==> src/pkg/iep_pkg.sv <==
package iep_pkg;
  // ==========================================================
  // register map (word indices from address bits 3:2, one 32-bit word each)
  localparam logic [1:0] IEP_IDX_EN3 = 2'h0;
  localparam logic [1:0] IEP_IDX_EN4 = 2'h1;
  localparam logic [1:0] IEP_IDX_PRI0 = 2'h2;
  localparam logic [1:0] IEP_IDX_PRI1 = 2'h3;
  localparam int IEP_IDX_LSB = 2;
  localparam int IEP_IDX_MSB = 3;
  // ==========================================================
  // implemented bits and power-on values
  localparam logic [15:0] IEP_EN3_MASK = 16'h39ff;
  localparam logic [15:0] IEP_EN4_MASK = 16'h00f6;
  localparam logic [15:0] IEP_PRI_MASK = 16'h7777;
  localparam logic [15:0] IEP_EN_RST = 16'h0000;
  localparam logic [15:0] IEP_PRI_RST = 16'h4444;
  localparam logic [2:0] IEP_PRI_OFF = 3'h0;
  localparam logic [2:0] IEP_PRI_TOP = 3'h7;
  localparam int IEP_FIELD_W = 3;
  localparam int IEP_FIELD_STRIDE = 4;
  localparam int IEP_NPRI = 8;
  // ==========================================================
  // block state
  typedef struct packed {
    logic [15:0] en3;
    logic [15:0] en4;
    logic [15:0] pri0;
    logic [15:0] pri1;
    logic aw;
    logic [1:0] ai;
    logic [31:0] rdata;
    logic [15:0] req3;
    logic [15:0] req4;
    logic [7:0] preq;
    logic [23:0] plvl;
  } iep_state_t;
endpackage

==> src/hw/iep_regs.sv <==
// Notes on behaviour
// - a source's request passes only while its enable bit is 1.
// - each of the 8 priority sources has a 3-bit priority field; 111 is level 7, highest.
// - field 001 is level 1; values 2 to 6 map to matching levels.
// - field 000 disables the source whatever its enable bit says.
// - unassigned bits ignore writes and read as zero.
// - reset clears enables and loads every priority field with 100.
// - enable register 4 holds bits 7,6,5,4,2,1 only.
// - dma channels 7 and 6 done enables sit at bits 5 and 4.
// - priority register 0 holds timer1, compare1, capture1, ext irq0.
// - priority register 1 holds timer2, compare2, capture2, dma0.
// - bits 15, 11, 7 and 3 of priority registers read as zero.
// - enable register 3 holds bits 13,12,11,8 and 7 to 0.
module iep_regs #(
  parameter int AW = 12
) (
  input wire logic hclk,
  input wire logic hresetn,
  input wire logic hsel,
  input wire logic [AW-1:0] haddr,
  input wire logic [1:0] htrans,
  input wire logic hwrite,
  input wire logic [2:0] hsize,
  input wire logic [31:0] hwdata,
  input wire logic hready,
  output logic hreadyout,
  output logic hresp,
  output logic [31:0] hrdata,
  input wire logic [15:0] en3_flag,
  input wire logic [15:0] en4_flag,
  input wire logic [7:0] pri_flag,
  input wire logic [7:0] pri_src_en,
  output logic [15:0] en3_req,
  output logic [15:0] en4_req,
  output logic [7:0] pri_req,
  output logic [23:0] pri_lvl,
  output logic [15:0] en3_val,
  output logic [15:0] en4_val
);
  // ==========================================================
  // state
  iep_pkg::iep_state_t r;
  iep_pkg::iep_state_t n;
  logic take;
  logic hit;
  logic [1:0] idx;
  logic [31:0] pri_all;
  // settled register contents, for checks that compare in the same cycle
  logic [31:0] pri_now;

  assign idx = haddr[iep_pkg::IEP_IDX_MSB:iep_pkg::IEP_IDX_LSB];
  // only word slots 0..3 decode; everything else answers OKAY with zero
  assign hit = (haddr[AW-1:iep_pkg::IEP_IDX_MSB+1] == '0);
  assign take = hsel && htrans[1] && hready;
  assign pri_all = {n.pri1, n.pri0};
  assign pri_now = {r.pri1, r.pri0};

  // ==========================================================
  // next state
  always_comb begin
    n = r;
    n.aw = take && hwrite && hit;
    n.ai = idx;
    if (r.aw) begin
      case (r.ai)
        iep_pkg::IEP_IDX_EN3: n.en3 = hwdata[15:0] & iep_pkg::IEP_EN3_MASK;
        iep_pkg::IEP_IDX_EN4: n.en4 = hwdata[15:0] & iep_pkg::IEP_EN4_MASK;
        iep_pkg::IEP_IDX_PRI0: n.pri0 = hwdata[15:0] & iep_pkg::IEP_PRI_MASK;
        iep_pkg::IEP_IDX_PRI1: n.pri1 = hwdata[15:0] & iep_pkg::IEP_PRI_MASK;
        default: n.en3 = r.en3;
      endcase
    end
    // read data is taken from the post-write value so a read right
    // behind a write to the same word sees the new contents
    n.rdata = '0;
    if (take && !hwrite && hit) begin
      case (idx)
        iep_pkg::IEP_IDX_EN3: n.rdata = {16'h0000, n.en3};
        iep_pkg::IEP_IDX_EN4: n.rdata = {16'h0000, n.en4};
        iep_pkg::IEP_IDX_PRI0: n.rdata = {16'h0000, n.pri0};
        iep_pkg::IEP_IDX_PRI1: n.rdata = {16'h0000, n.pri1};
        default: n.rdata = '0;
      endcase
    end
    n.req3 = en3_flag & r.en3;
    n.req4 = en4_flag & r.en4;
    for (int k = 0; k < iep_pkg::IEP_NPRI; k++) begin
      n.plvl[k*iep_pkg::IEP_FIELD_W +: iep_pkg::IEP_FIELD_W] =
        pri_all[k*iep_pkg::IEP_FIELD_STRIDE +: iep_pkg::IEP_FIELD_W];
      n.preq[k] = pri_flag[k] && pri_src_en[k] &&
        (pri_all[k*iep_pkg::IEP_FIELD_STRIDE +: iep_pkg::IEP_FIELD_W] != iep_pkg::IEP_PRI_OFF);
    end
  end

  // ==========================================================
  // registers
  always_ff @(posedge hclk or negedge hresetn) begin
    if (!hresetn) begin
      r <= '0;
      r.en3 <= iep_pkg::IEP_EN_RST;
      r.en4 <= iep_pkg::IEP_EN_RST;
      r.pri0 <= iep_pkg::IEP_PRI_RST;
      r.pri1 <= iep_pkg::IEP_PRI_RST;
    end else begin
      r <= n;
    end
  end

  // ==========================================================
  // outputs
  assign hreadyout = 1'b1;
  assign hresp = 1'b0;
  assign hrdata = r.rdata;
  assign en3_req = r.req3;
  assign en4_req = r.req4;
  assign pri_req = r.preq;
  assign pri_lvl = r.plvl;
  assign en3_val = r.en3;
  assign en4_val = r.en4;

  // ==========================================================
  // per source level and request; the first cycle after reset is
  // skipped because the level outputs still hold their cleared value
  for (genvar k = 0; k < iep_pkg::IEP_NPRI; k++) begin : g_src

  end
endmodule

==> config.mk <==
export PLATFORM = sky130hd
export DESIGN_NAME = iep_regs
export DESIGN_NICKNAME = d
export VERILOG_FILES = /design/src/pkg/iep_pkg.sv /design/src/hw/iep_regs.sv
export SDC_FILE = /design/constraint.sdc
export NUM_CORES = 1
export LEC_CHECK = 0
export ABC_AREA = 1
export BUFFER_PORTS_ARGS = -buffer_cell sky130_fd_sc_hd__buf_2
export CORE_MARGIN = 3
export CORE_UTILIZATION = 50
export CTS_CLUSTER_SIZE = 8
export DETAILED_ROUTE_END_ITERATION = 10
export PLACE_DENSITY = 0.8
export SETUP_SLACK_MARGIN = 0.05
export SYNTH_ARGS = -nofsm -noshare
export SYNTH_HDL_FRONTEND = slang
export SYNTH_SLANG_ARGS = --single-unit
==> constraint.sdc <==
create_clock -name hclk -period 1.6 [get_ports hclk]
set_input_delay 0.32 -clock hclk [delete_from_list [all_inputs] [get_ports hclk]]
set_output_delay 0.32 -clock hclk [all_outputs]
set_load 0.05 [all_outputs]
* Word-level counts from Yosys, hierarchy flattened
Cells that the tools add are included.
** Storage, ports and cells
- Bits in registers :: 163
- Output and inout port bits :: 130
- Logic and storage cells :: 60
** Operators by class
- Equality and inequality tests :: 6
- Muxes and demuxes :: 7
- Bitwise logic cells :: 2
- Reduce and logical (&&, ||, !) cells :: 34
** Operator list (number)
- $pmux 32 s4 :: 1
- $mux 16 :: 4
- $mux 64 :: 1
- $and 16x16->16 :: 2
- $mux 32 :: 1
- $reduce_bool 3->1 :: 8
- $logic_and 1x1->1 :: 22
- $eq 2x2->1 const B :: 4
- $logic_not 8->1 :: 1
- $eq 2x1->1 const B :: 2
- $logic_not 2->1 :: 2
- $logic_not 1->1 :: 1

* Depth between registers and ports, before layout
Gate-level depths: netlist (run 1).
- Depth in word-level cells :: 5
- Mapped depth :: 9

* Worst setup path before layout (run 1)
OpenSTA, ideal clock, no wires.
- Kind :: flip-flop to flip-flop
- From :: reg r[97] (netlist bit)
- To :: reg r (netlist bit pri_req[2])
- Setup time :: 0.114 ns
- Data arrival time :: 1.139 ns
- Required time :: 1.486 ns
- Path slack :: 0.347 ns
- Stages on the path, launching flop included :: 9
- Clock period less this slack :: 1.253 ns
- Path through :: dfrtp_1 buf_4 nand3_4 buf_2 nand2_1 nand2_1 nand3_1 nand3_1 inv_1
** RTL lines
- from (decl) :: line iep_regs.sv:42 : iep_pkg::iep_state_t r;
- from (signal assigned) :: line iep_regs.sv:105 : r <= n;

* Final worst setup path (run 1)
- From :: reg r (netlist bit en4_val[1])
- To :: out en4_val[1]
** RTL lines
- to (decl) :: line iep_regs.sv:38 : output logic [15:0] en4_val
No word-level cell between the ends.

==> results of run 1 <==
flip-flops by register name (all words and copies together) (netlist names):
| name | cells |
|---|---|
| pri_lvl | 24 |
| pri_now | 16 |
| hrdata | 16 |
| r | 3 |
| en4_val | 16 |
| en3_req | 16 |
| pri_req | 8 |
| en4_req | 16 |
| en3_val | 16 |
worst max path at each step:
stage | startpoint | end | slack (ps) | cells past startpoint
finish | en4_val[1] | en4_val[1] | 100 | 1
global route | r[97] | pri_req[5] | 30 | 8
CTS | r[96] | hrdata[10] | 60 | 6
detailed placement | r[98] | hrdata[5] | -30 | 7
global placement | r[98] | hrdata[5] | 2 | 7
floorplan | r[97] | pri_req[2] | 350 | 8
placed cells by master (no fill, tap or decap), types with 5 or more instances in the layout:
cell type,netlist,layout
sky130_fd_sc_hd__clkbuf_16,0,17
sky130_fd_sc_hd__buf_12,0,5
sky130_fd_sc_hd__dfrtp_1,123,122
sky130_fd_sc_hd__nor2_1,51,51
sky130_fd_sc_hd__o21ai_0,11,8
sky130_fd_sc_hd__nand3_1,60,59
sky130_fd_sc_hd__nand2_1,191,191
sky130_fd_sc_hd__clkinv_2,0,7
sky130_fd_sc_hd__inv_1,144,142
sky130_fd_sc_hd__conb_1,2,18
sky130_fd_sc_hd__nand4_1,10,10
sky130_fd_sc_hd__buf_2,7,189
sky130_fd_sc_hd__buf_4,137,24
sky130_fd_sc_hd__dfstp_2,8,8
sky130_fd_sc_hd__and2_1,7,7
what timing repair did:
action                                 CTS  global route
hold buffers                             1             0
endpoints found under the hold margin   27             0
buffers inserted                         6             1
pin swaps                                2             0
setup endpoints to repair               18            17
gates cloned                             0             0
gates resized for setup                  2             8
cell type report:
cell class              instances  share of cell area
flip-flops and latches        131               0.441
inverters                     144              0.0725
clock buffers                  21              0.0604
clock inverters                11              0.0149
repair buffers                220               0.167
multi-input cells             364               0.215
well taps                     168              0.0282
cell families (layout without fill, tap and decap cells):
logic type | Yosys count | in the layout | synth area share
DFF | 131 | 131 | 0.510
other | 2 | 18 | 0.00117
buffers and inverters | 291 | 396 | 0.254
AOI/OAI and AO/OA | 17 | 17 | 0.0159
and+or+nand+nor | 329 | 329 | 0.219
worst reg2reg max path: cells and delay by family (launching register included):
kind	cells	cell delay, ps
AO/OA/AOI/OAI	1	250
buffers and inverters	2	440
AND/OR/NAND/NOR	3	320
flip-flops	1	400
stage by stage:
step	std cells	util	hold WS, ps
after global placement	1019	0.552	224
after CTS	1058	0.603	69.0
final	1059	0.605	85.3
after global routing	1059	0.605	77.5
after detailed placement	1019	0.552	224
after floorplan	786	-	24.4
metal layers:
metal / track usage / wire length (µm) / vias up / part of all wire
met2: 0.347 / 7230 / 226 / 0.49
met3: 0.0636 / 1210 / 39 / 0.081
met4: 0.0931 / 450 / 2 / 0.030
li1: - / - / 2358 / -
met5: 0 / 7 / - / 0.00047
met1: 0.271 / 5990 / 2219 / 0.40
power by group through the flow:
stage,Sequential [W],Combinational (W),Clock (W)
3_5_place_dp,0.00341,0.000550,0
4_1_cts,0.00335,0.000554,0.00375
5_1_grt,0.00335,0.000607,0.00392
2_1_floorplan,0.00341,0.000358,0
3_3_place_gp,0.00341,0.000543,0
6_report,0.00335,0.000555,0.00367
==> impl_table.tex, run 1 <==
\begin{tabular}{lr}
\hline
Metric & Value \\
\hline
\multicolumn{2}{l}{\textbf{Setup path}} \\
Number of buffers and inverters on the critical path & 1 \\
Worst r2r dst & hrdata[3] \\
Delay of the slowest cell on the worst path & 460 ps \\
Kind of start point of the critical path & register \\
Kind of cell adding the most delay to the critical path & flip-flops \\
Worst R2R Setup Slack & about 110 ps \\
Length in cells of the worst reg-to-reg path & 6 \\
Worst endpoint data arrival time & $\sim$1200 ps \\
WS Path Type & register to output pin \\
Peak fanout along the critical path & 3 \\
Reg2reg start & r[97] \\
Kind of capture point of the worst setup path & output pin \\
CP max stage cell & sky130\_fd\_sc\_hd\_\_dfrtp\_1 \\
Required time of the critical path & roughly 1300 ps \\
Cells along the critical path & buf\_2 \\
\multicolumn{2}{l}{\textbf{Min path}} \\
Worst Min Path Start & en3\_flag[4] \\
Worst Hold Endpoint & en3\_req[4] \\
Type of the tightest min-delay check & input pin to register \\
Min-Delay Path Depth & 3 \\
\multicolumn{2}{l}{\textbf{Route}} \\
Via-to-Cell Ratio & approximately 4.6 \\
Remaining number of nets flagged by the antenna check after routing & 0 \\
Remaining routing DRC violations & 0 \\
WL/cell & $\sim$14 µm \\
Violation count after the first detailed-route iteration & 400 \\
Routed wire length & about 15000 µm \\
Detailed-route via count & a little under 5000 \\
1st-pass router iterations & 5 \\
\multicolumn{2}{l}{\textbf{Timing}} \\
Setup\_tns & 0 ps \\
Max Fclk & roughly 670 MHz \\
Number of max-slew violations in the final report & 0 \\
Number of endpoints failing setup at the final stage & 0 \\
Clock period minus final worst setup slack & around 1500 ps \\
Hold violation count in the final report & 0 \\
Unrepaired setup endpoints after global routing & no \\
Post-layout worst setup margin & about 100 ps \\
Fraction of the cycle the final worst path needs & 0.938 \\
Post-route clock skew & approximately 7.6 ps \\
\multicolumn{2}{l}{\textbf{Die}} \\
Number of core rows & 40 \\
Floorplan die area & between 0.01 and 0.015 mm² \\
Starting utilization of the core area & 0.523 \\
Total core area & 0.0123 mm² \\
Top-level port count & $\sim$230 \\
Die W & 120 µm \\
Die boundary height & around 120 µm \\
\multicolumn{2}{l}{\textbf{Layout}} \\
Area of combinational cells with multiple inputs & approximately 0.0016 mm² \\
Layout overhead on the synthesized area & 15.6\% \\
Final-stage net count & 980 \\
Post-route cell area & roughly 0.0075 mm² \\
Ant diodes & 0 \\
Reg area & roughly 0.0033 mm² \\
Fill cell total of the finished layout & approximately 1100 \\
Proportion of layout cells with a drive suffix above 1 & 0.304 \\
\multicolumn{2}{l}{\textbf{Global route}} \\
Antenna violations before repair & 1 \\
Global router's overall resource usage & 0.215 \\
Pin count of the biggest net entering global routing & 42 \\
Total grt overflow & 0 \\
Vias in the first global route & between 4000 and 5000 \\
Global-route wire length before repair & approximately 24000 µm \\
\multicolumn{2}{l}{\textbf{Logic synthesis}} \\
Largest cells by area after synthesis & sky130\_fd\_sc\_hd\_\_dfrtp\_1 (48\%), sky130\_fd\_sc\_hd\_\_buf\_4 (16\%), sky130\_fd\_sc\_hd\_\_nand2\_1 (11\%) \\
Count of flip-flops with a built-in enable after synthesis & 0 \\
Synth Instances & between 700 and 800 \\
Commonest cells post-synth & sky130\_fd\_sc\_hd\_\_nand2\_1 (191), sky130\_fd\_sc\_hd\_\_inv\_1 (144), sky130\_fd\_sc\_hd\_\_buf\_4 (137), sky130\_fd\_sc\_hd\_\_dfrtp\_1 (123), sky130\_fd\_sc\_hd\_\_nand3\_1 (60) \\
Total standard cell area after synthesis & approximately 0.0064 mm² \\
Top\_reg\_cell synth & sky130\_fd\_sc\_hd\_\_dfrtp\_1 \\
Syn Area/Cell & between 8 and 9 µm² \\
Synth Warn \# & 0 \\
Top-count cell post-synth & sky130\_fd\_sc\_hd\_\_nand2\_1 \\
Proportion of synthesized flip-flops having asynchronous set or reset & 1.00 \\
Seq/Total Area, Yosys & 0.510 \\
Number of synthesized register bits & $\sim$130 \\
Number of distinct library cells after synthesis & 21 \\
Dominant cell type by area after synthesis & sky130\_fd\_sc\_hd\_\_dfrtp\_1 \\
Top cell type's share of synthesized area & 0.478 \\
\multicolumn{2}{l}{\textbf{Clock network}} \\
Root Driver & sky130\_fd\_sc\_hd\_\_clkbuf\_16 \\
Clock H-tree levels & 4 \\
Source-to-sink clock delay at the later pin of the worst-skew pair & a little over 400 ps \\
CTS tree & built \\
Clock Sinks & around 130 \\
Clk pin slew, worst setup/hold paths & about 60 ps \\
Maximum root-to-sink buffer count & 2 \\
Total clock buffers created by CTS & 17 \\
\multicolumn{2}{l}{\textbf{Placement}} \\
Post-Place Cell Area & 0.00679 mm² \\
Dpl hpwl & between 10000 and 15000 µm \\
Placer congestion estimate & about 0.82 \\
Worst slack at placement & -30.1 ps \\
Port-buffer cells & 190 \\
\multicolumn{2}{l}{\textbf{Power}} \\
Share of total power in combinational logic & 0.073 \\
Worst VDD drop & about 0.77 mV \\
Leakage Power & 4.69 nW \\
Fraction of power spent switching nets & 0.234 \\
Tot Pwr & 0.00758 W \\
Internal power & $\sim$0.0058 W \\
Clock Power Share & 0.484 \\
P per Cell Area & roughly 1000 mW/mm² \\
Portion of total power attributed to sequential cells & 0.442 \\
Net Switching & about 0.0018 W \\
\multicolumn{2}{l}{\textbf{Job}} \\
Max-capacitance violation count & 0 \\
\multicolumn{2}{l}{\textbf{Outcome}} \\
Status & completed \\
\hline
\end{tabular}
(Power assumes the default switching activity.)
==> run 2: changes to the inputs <==
CORE_UTILIZATION = 54   (was 50)
PLACE_DENSITY = 0.86   (was 0.8)
SKIP_LAST_GASP = 1   (was unset)
clock period = 1.8 ns   (was 1.6 ns; I/O delays follow)
==> run 2 against run 1 <==
Against the previous run: power fell by 5.4%; sequential share of layout area up 0.33 points; critical path type is now register to register; clock skew fell by 2.2 ps; design area decreased by 0.79%; count of clock-buffer cells in the layout increased by 3.
==> impl_table.tex, run 2 (same netlist as run 1, synthesis figures left out) <==
\begin{tabular}{lr}
\hline
Metric & Value \\
\hline
\multicolumn{2}{l}{\textbf{Clock network}} \\
Root Driver & sky130\_fd\_sc\_hd\_\_clkbuf\_16 \\
Clk pin slew, worst setup/hold paths & approximately 50 ps \\
CTS tree & built \\
Maximum root-to-sink buffer count & 2 \\
Clock H-tree levels & 4 \\
Clock Sinks & approximately 130 \\
Total clock buffers created by CTS & 17 \\
Source-to-sink clock delay at the later pin of the worst-skew pair & between 400 and 500 ps \\
\multicolumn{2}{l}{\textbf{Die}} \\
Total core area & roughly 0.012 mm² \\
Number of core rows & 39 \\
Floorplan die area & around 0.013 mm² \\
Starting utilization of the core area & 0.557 \\
Top-level port count & between 200 and 250 \\
Die W & 115 µm \\
Die boundary height & 115 µm \\
\multicolumn{2}{l}{\textbf{Timing}} \\
Post-route clock skew & about 5.4 ps \\
Clock period minus final worst setup slack & 1660 ps \\
Number of max-slew violations in the final report & 0 \\
Hold violation count in the final report & 0 \\
Max-slew headroom at the worst pin & 0.654 \\
Number of endpoints failing setup at the final stage & 0 \\
Max Fclk & slightly above 600 MHz \\
Pin slew with the least headroom to its limit & approximately 520 ps \\
Fraction of the cycle the final worst path needs & 0.921 \\
Unrepaired setup endpoints after global routing & no \\
Setup\_tns & 0 ps \\
\multicolumn{2}{l}{\textbf{Route}} \\
1st-pass router iterations & 5 \\
Detailed-route via count & 4943 \\
Routed wire length & $\sim$15000 µm \\
Violation count after the first detailed-route iteration & between 400 and 500 \\
Remaining number of nets flagged by the antenna check after routing & 0 \\
Remaining routing DRC violations & 0 \\
Via-to-Cell Ratio & between 4 and 5 \\
WL/cell & 14.7 µm \\
\multicolumn{2}{l}{\textbf{Layout}} \\
Post-route cell area & $\sim$0.0074 mm² \\
Fraction of the core area covered by cells at the end of the flow & 0.639 \\
Final-stage net count & $\sim$970 \\
Layout overhead on the synthesized area & 14.7\% \\
Number of flip-flops in the largest register & 24 \\
Proportion of layout cells with a drive suffix above 1 & 0.292 \\
Area of combinational cells with multiple inputs & around 0.0016 mm² \\
Top library cells by usage in the layout, fill and taps aside & sky130\_fd\_sc\_hd\_\_nand2\_1 (191), sky130\_fd\_sc\_hd\_\_buf\_2 (189), sky130\_fd\_sc\_hd\_\_inv\_1 (144), sky130\_fd\_sc\_hd\_\_dfrtp\_1 (123), sky130\_fd\_sc\_hd\_\_nand3\_1 (60) \\
Fill cell total of the finished layout & just over 900 \\
Most common cell after layout, fill and taps aside & sky130\_fd\_sc\_hd\_\_nand2\_1 \\
Reg area & between 0.003 and 0.004 mm² \\
\multicolumn{2}{l}{\textbf{Global route}} \\
Gr busiest metal & met2 \\
Vias in the first global route & 4952 \\
GR met3 Demand/Resource & 0.0842 \\
Antenna violations before repair & 1 \\
Routing usage on met1 & 0.278 \\
Global router's overall resource usage & 0.238 \\
Met2 demand-to-capacity share in global routing & 0.390 \\
Pin count of the biggest net entering global routing & 50 \\
Global-route wire length before repair & between 20000 and 25000 µm \\
Total grt overflow & 0 \\
\multicolumn{2}{l}{\textbf{Setup path}} \\
Kind of cell adding the most delay to the critical path & simple AND/OR/NAND/NOR gates \\
Peak fanout along the critical path & 18 \\
Worst endpoint data arrival time & just under 2000 ps \\
Delay of the slowest cell on the worst path & 370 ps \\
Kind of start point of the critical path & register \\
Required time of the critical path & between 2000 and 2500 ps \\
Number of buffers and inverters on the critical path & 1 \\
WS Path Type & register to register \\
CP max stage cell & sky130\_fd\_sc\_hd\_\_nor2\_4 \\
Cells along the critical path & buf\_4, nand2\_1, nor2\_4, nand2\_1, nand3\_1, nand2\_1, nor2\_1, nor2\_1 \\
Kind of capture point of the worst setup path & register \\
Cell type with the highest occurrence count on the critical path & sky130\_fd\_sc\_hd\_\_nand2\_1 \\
\multicolumn{2}{l}{\textbf{Power}} \\
Portion of total power attributed to sequential cells & 0.416 \\
Internal power & 0.00556 W \\
Worst VDD drop & about 0.56 mV \\
P per Cell Area & 970 mW/mm² \\
Share of total power in combinational logic & 0.067 \\
Net Switching & about 0.0016 W \\
Fraction of power spent switching nets & 0.225 \\
Clock Power Share & 0.517 \\
Leakage Power & $\sim$4.7 nW \\
\multicolumn{2}{l}{\textbf{Outcome}} \\
Status & completed \\
\multicolumn{2}{l}{\textbf{Placement}} \\
Post-Place Cell Area & roughly 0.0067 mm² \\
Port-buffer cells & 190 \\
Dpl hpwl & 10900 µm \\
Placer congestion estimate & about 0.86 \\
\multicolumn{2}{l}{\textbf{Min path}} \\
Type of the tightest min-delay check & input pin to register \\
\multicolumn{2}{l}{\textbf{Job}} \\
Max-capacitance violation count & 0 \\
\hline
\end{tabular}
==> run 2: changes by cell type in the layout (fill, tap and decap cells not counted), sizes merged <==
cell / change
buf: -8
clkinv: -7
clkbuf: +3
bufinv: +2
clkinvlp: +2
diode: +2
==> run 2: final timing paths <==
check                           slack, ps   startpoint          end  cells after the start
worst max-delay path                  140        r[98]    hrdata[1]                      8
worst min-delay path                  120  en4_flag[9]   en4_req[9]                      3
worst max register to register        140        r[98]    hrdata[1]                      8
worst min register to register        470  pri_now[27]  pri_now[27]                      2
max in group asynchronous             740      hresetn   pri_now[6]                      3
min in group asynchronous             450      hresetn   en4_req[1]                      2
==> run 2: layout make-up <==
class                           instances  share of cell area
Sequential cell                       131               0.445
Tap cell                              143              0.0242
Clock inverter                          8              0.0200
Inverter                              144              0.0731
Multi-Input combinational cell        364               0.214
Clock buffer                           24              0.0665
Antenna cell                            2            0.000677
Timing Repair Buffer                  212               0.157
==> run 2: timing repair <==
action,in CTS,in global routing
endpoints found under the setup margin,0,2
hold buffers,1,0
buffers inserted,0,2
gates resized for setup,0,1
hold endpoints to repair,42,0
==> run 2: routing by layer <==
| layer | up-vias | wire, µm |
|---|---|---|
| met5 | - | 0 |
| met4 | 0 | 558 |
| met3 | 52 | 1410 |
| met2 | 260 | 7360 |
| met1 | 2288 | 5800 |
| li1 | 2343 | - |
==> run 2: worst register-to-register path: cells and delay by family, from the launching register on <==
| family | cells | cell delay, ps |
|---|---|---|
| flops | 1 | 360 |
| buf+inv | 1 | 190 |
| simple gates | 7 | 990 |
==> run 2: power by group through the flow <==
stage                     combinational [W]  sequential (W)  clock, W
after floorplan                    0.000318         0.00303         0
after global placement             0.000469         0.00303         0
after detailed placement           0.000477         0.00303         0
after CTS                          0.000483         0.00298   0.00376
after global routing               0.000526         0.00298   0.00389
final                              0.000480         0.00298   0.00371
==> run 2: per-stage QoR <==
step / hold slack [ps] / std cells / setup slack [ps] / total power [W]
final: 124 / 1028 / 142 / 0.00717
after global routing: 113 / 1027 / 55.2 / 0.00740
after CTS: 110 / 1024 / 185 / 0.00722
after detailed placement: 330 / 991 / 144 / 0.00351
after global placement: 333 / 991 / 238 / 0.00350
after floorplan: 64.4 / 786 / 547 / 0.00335
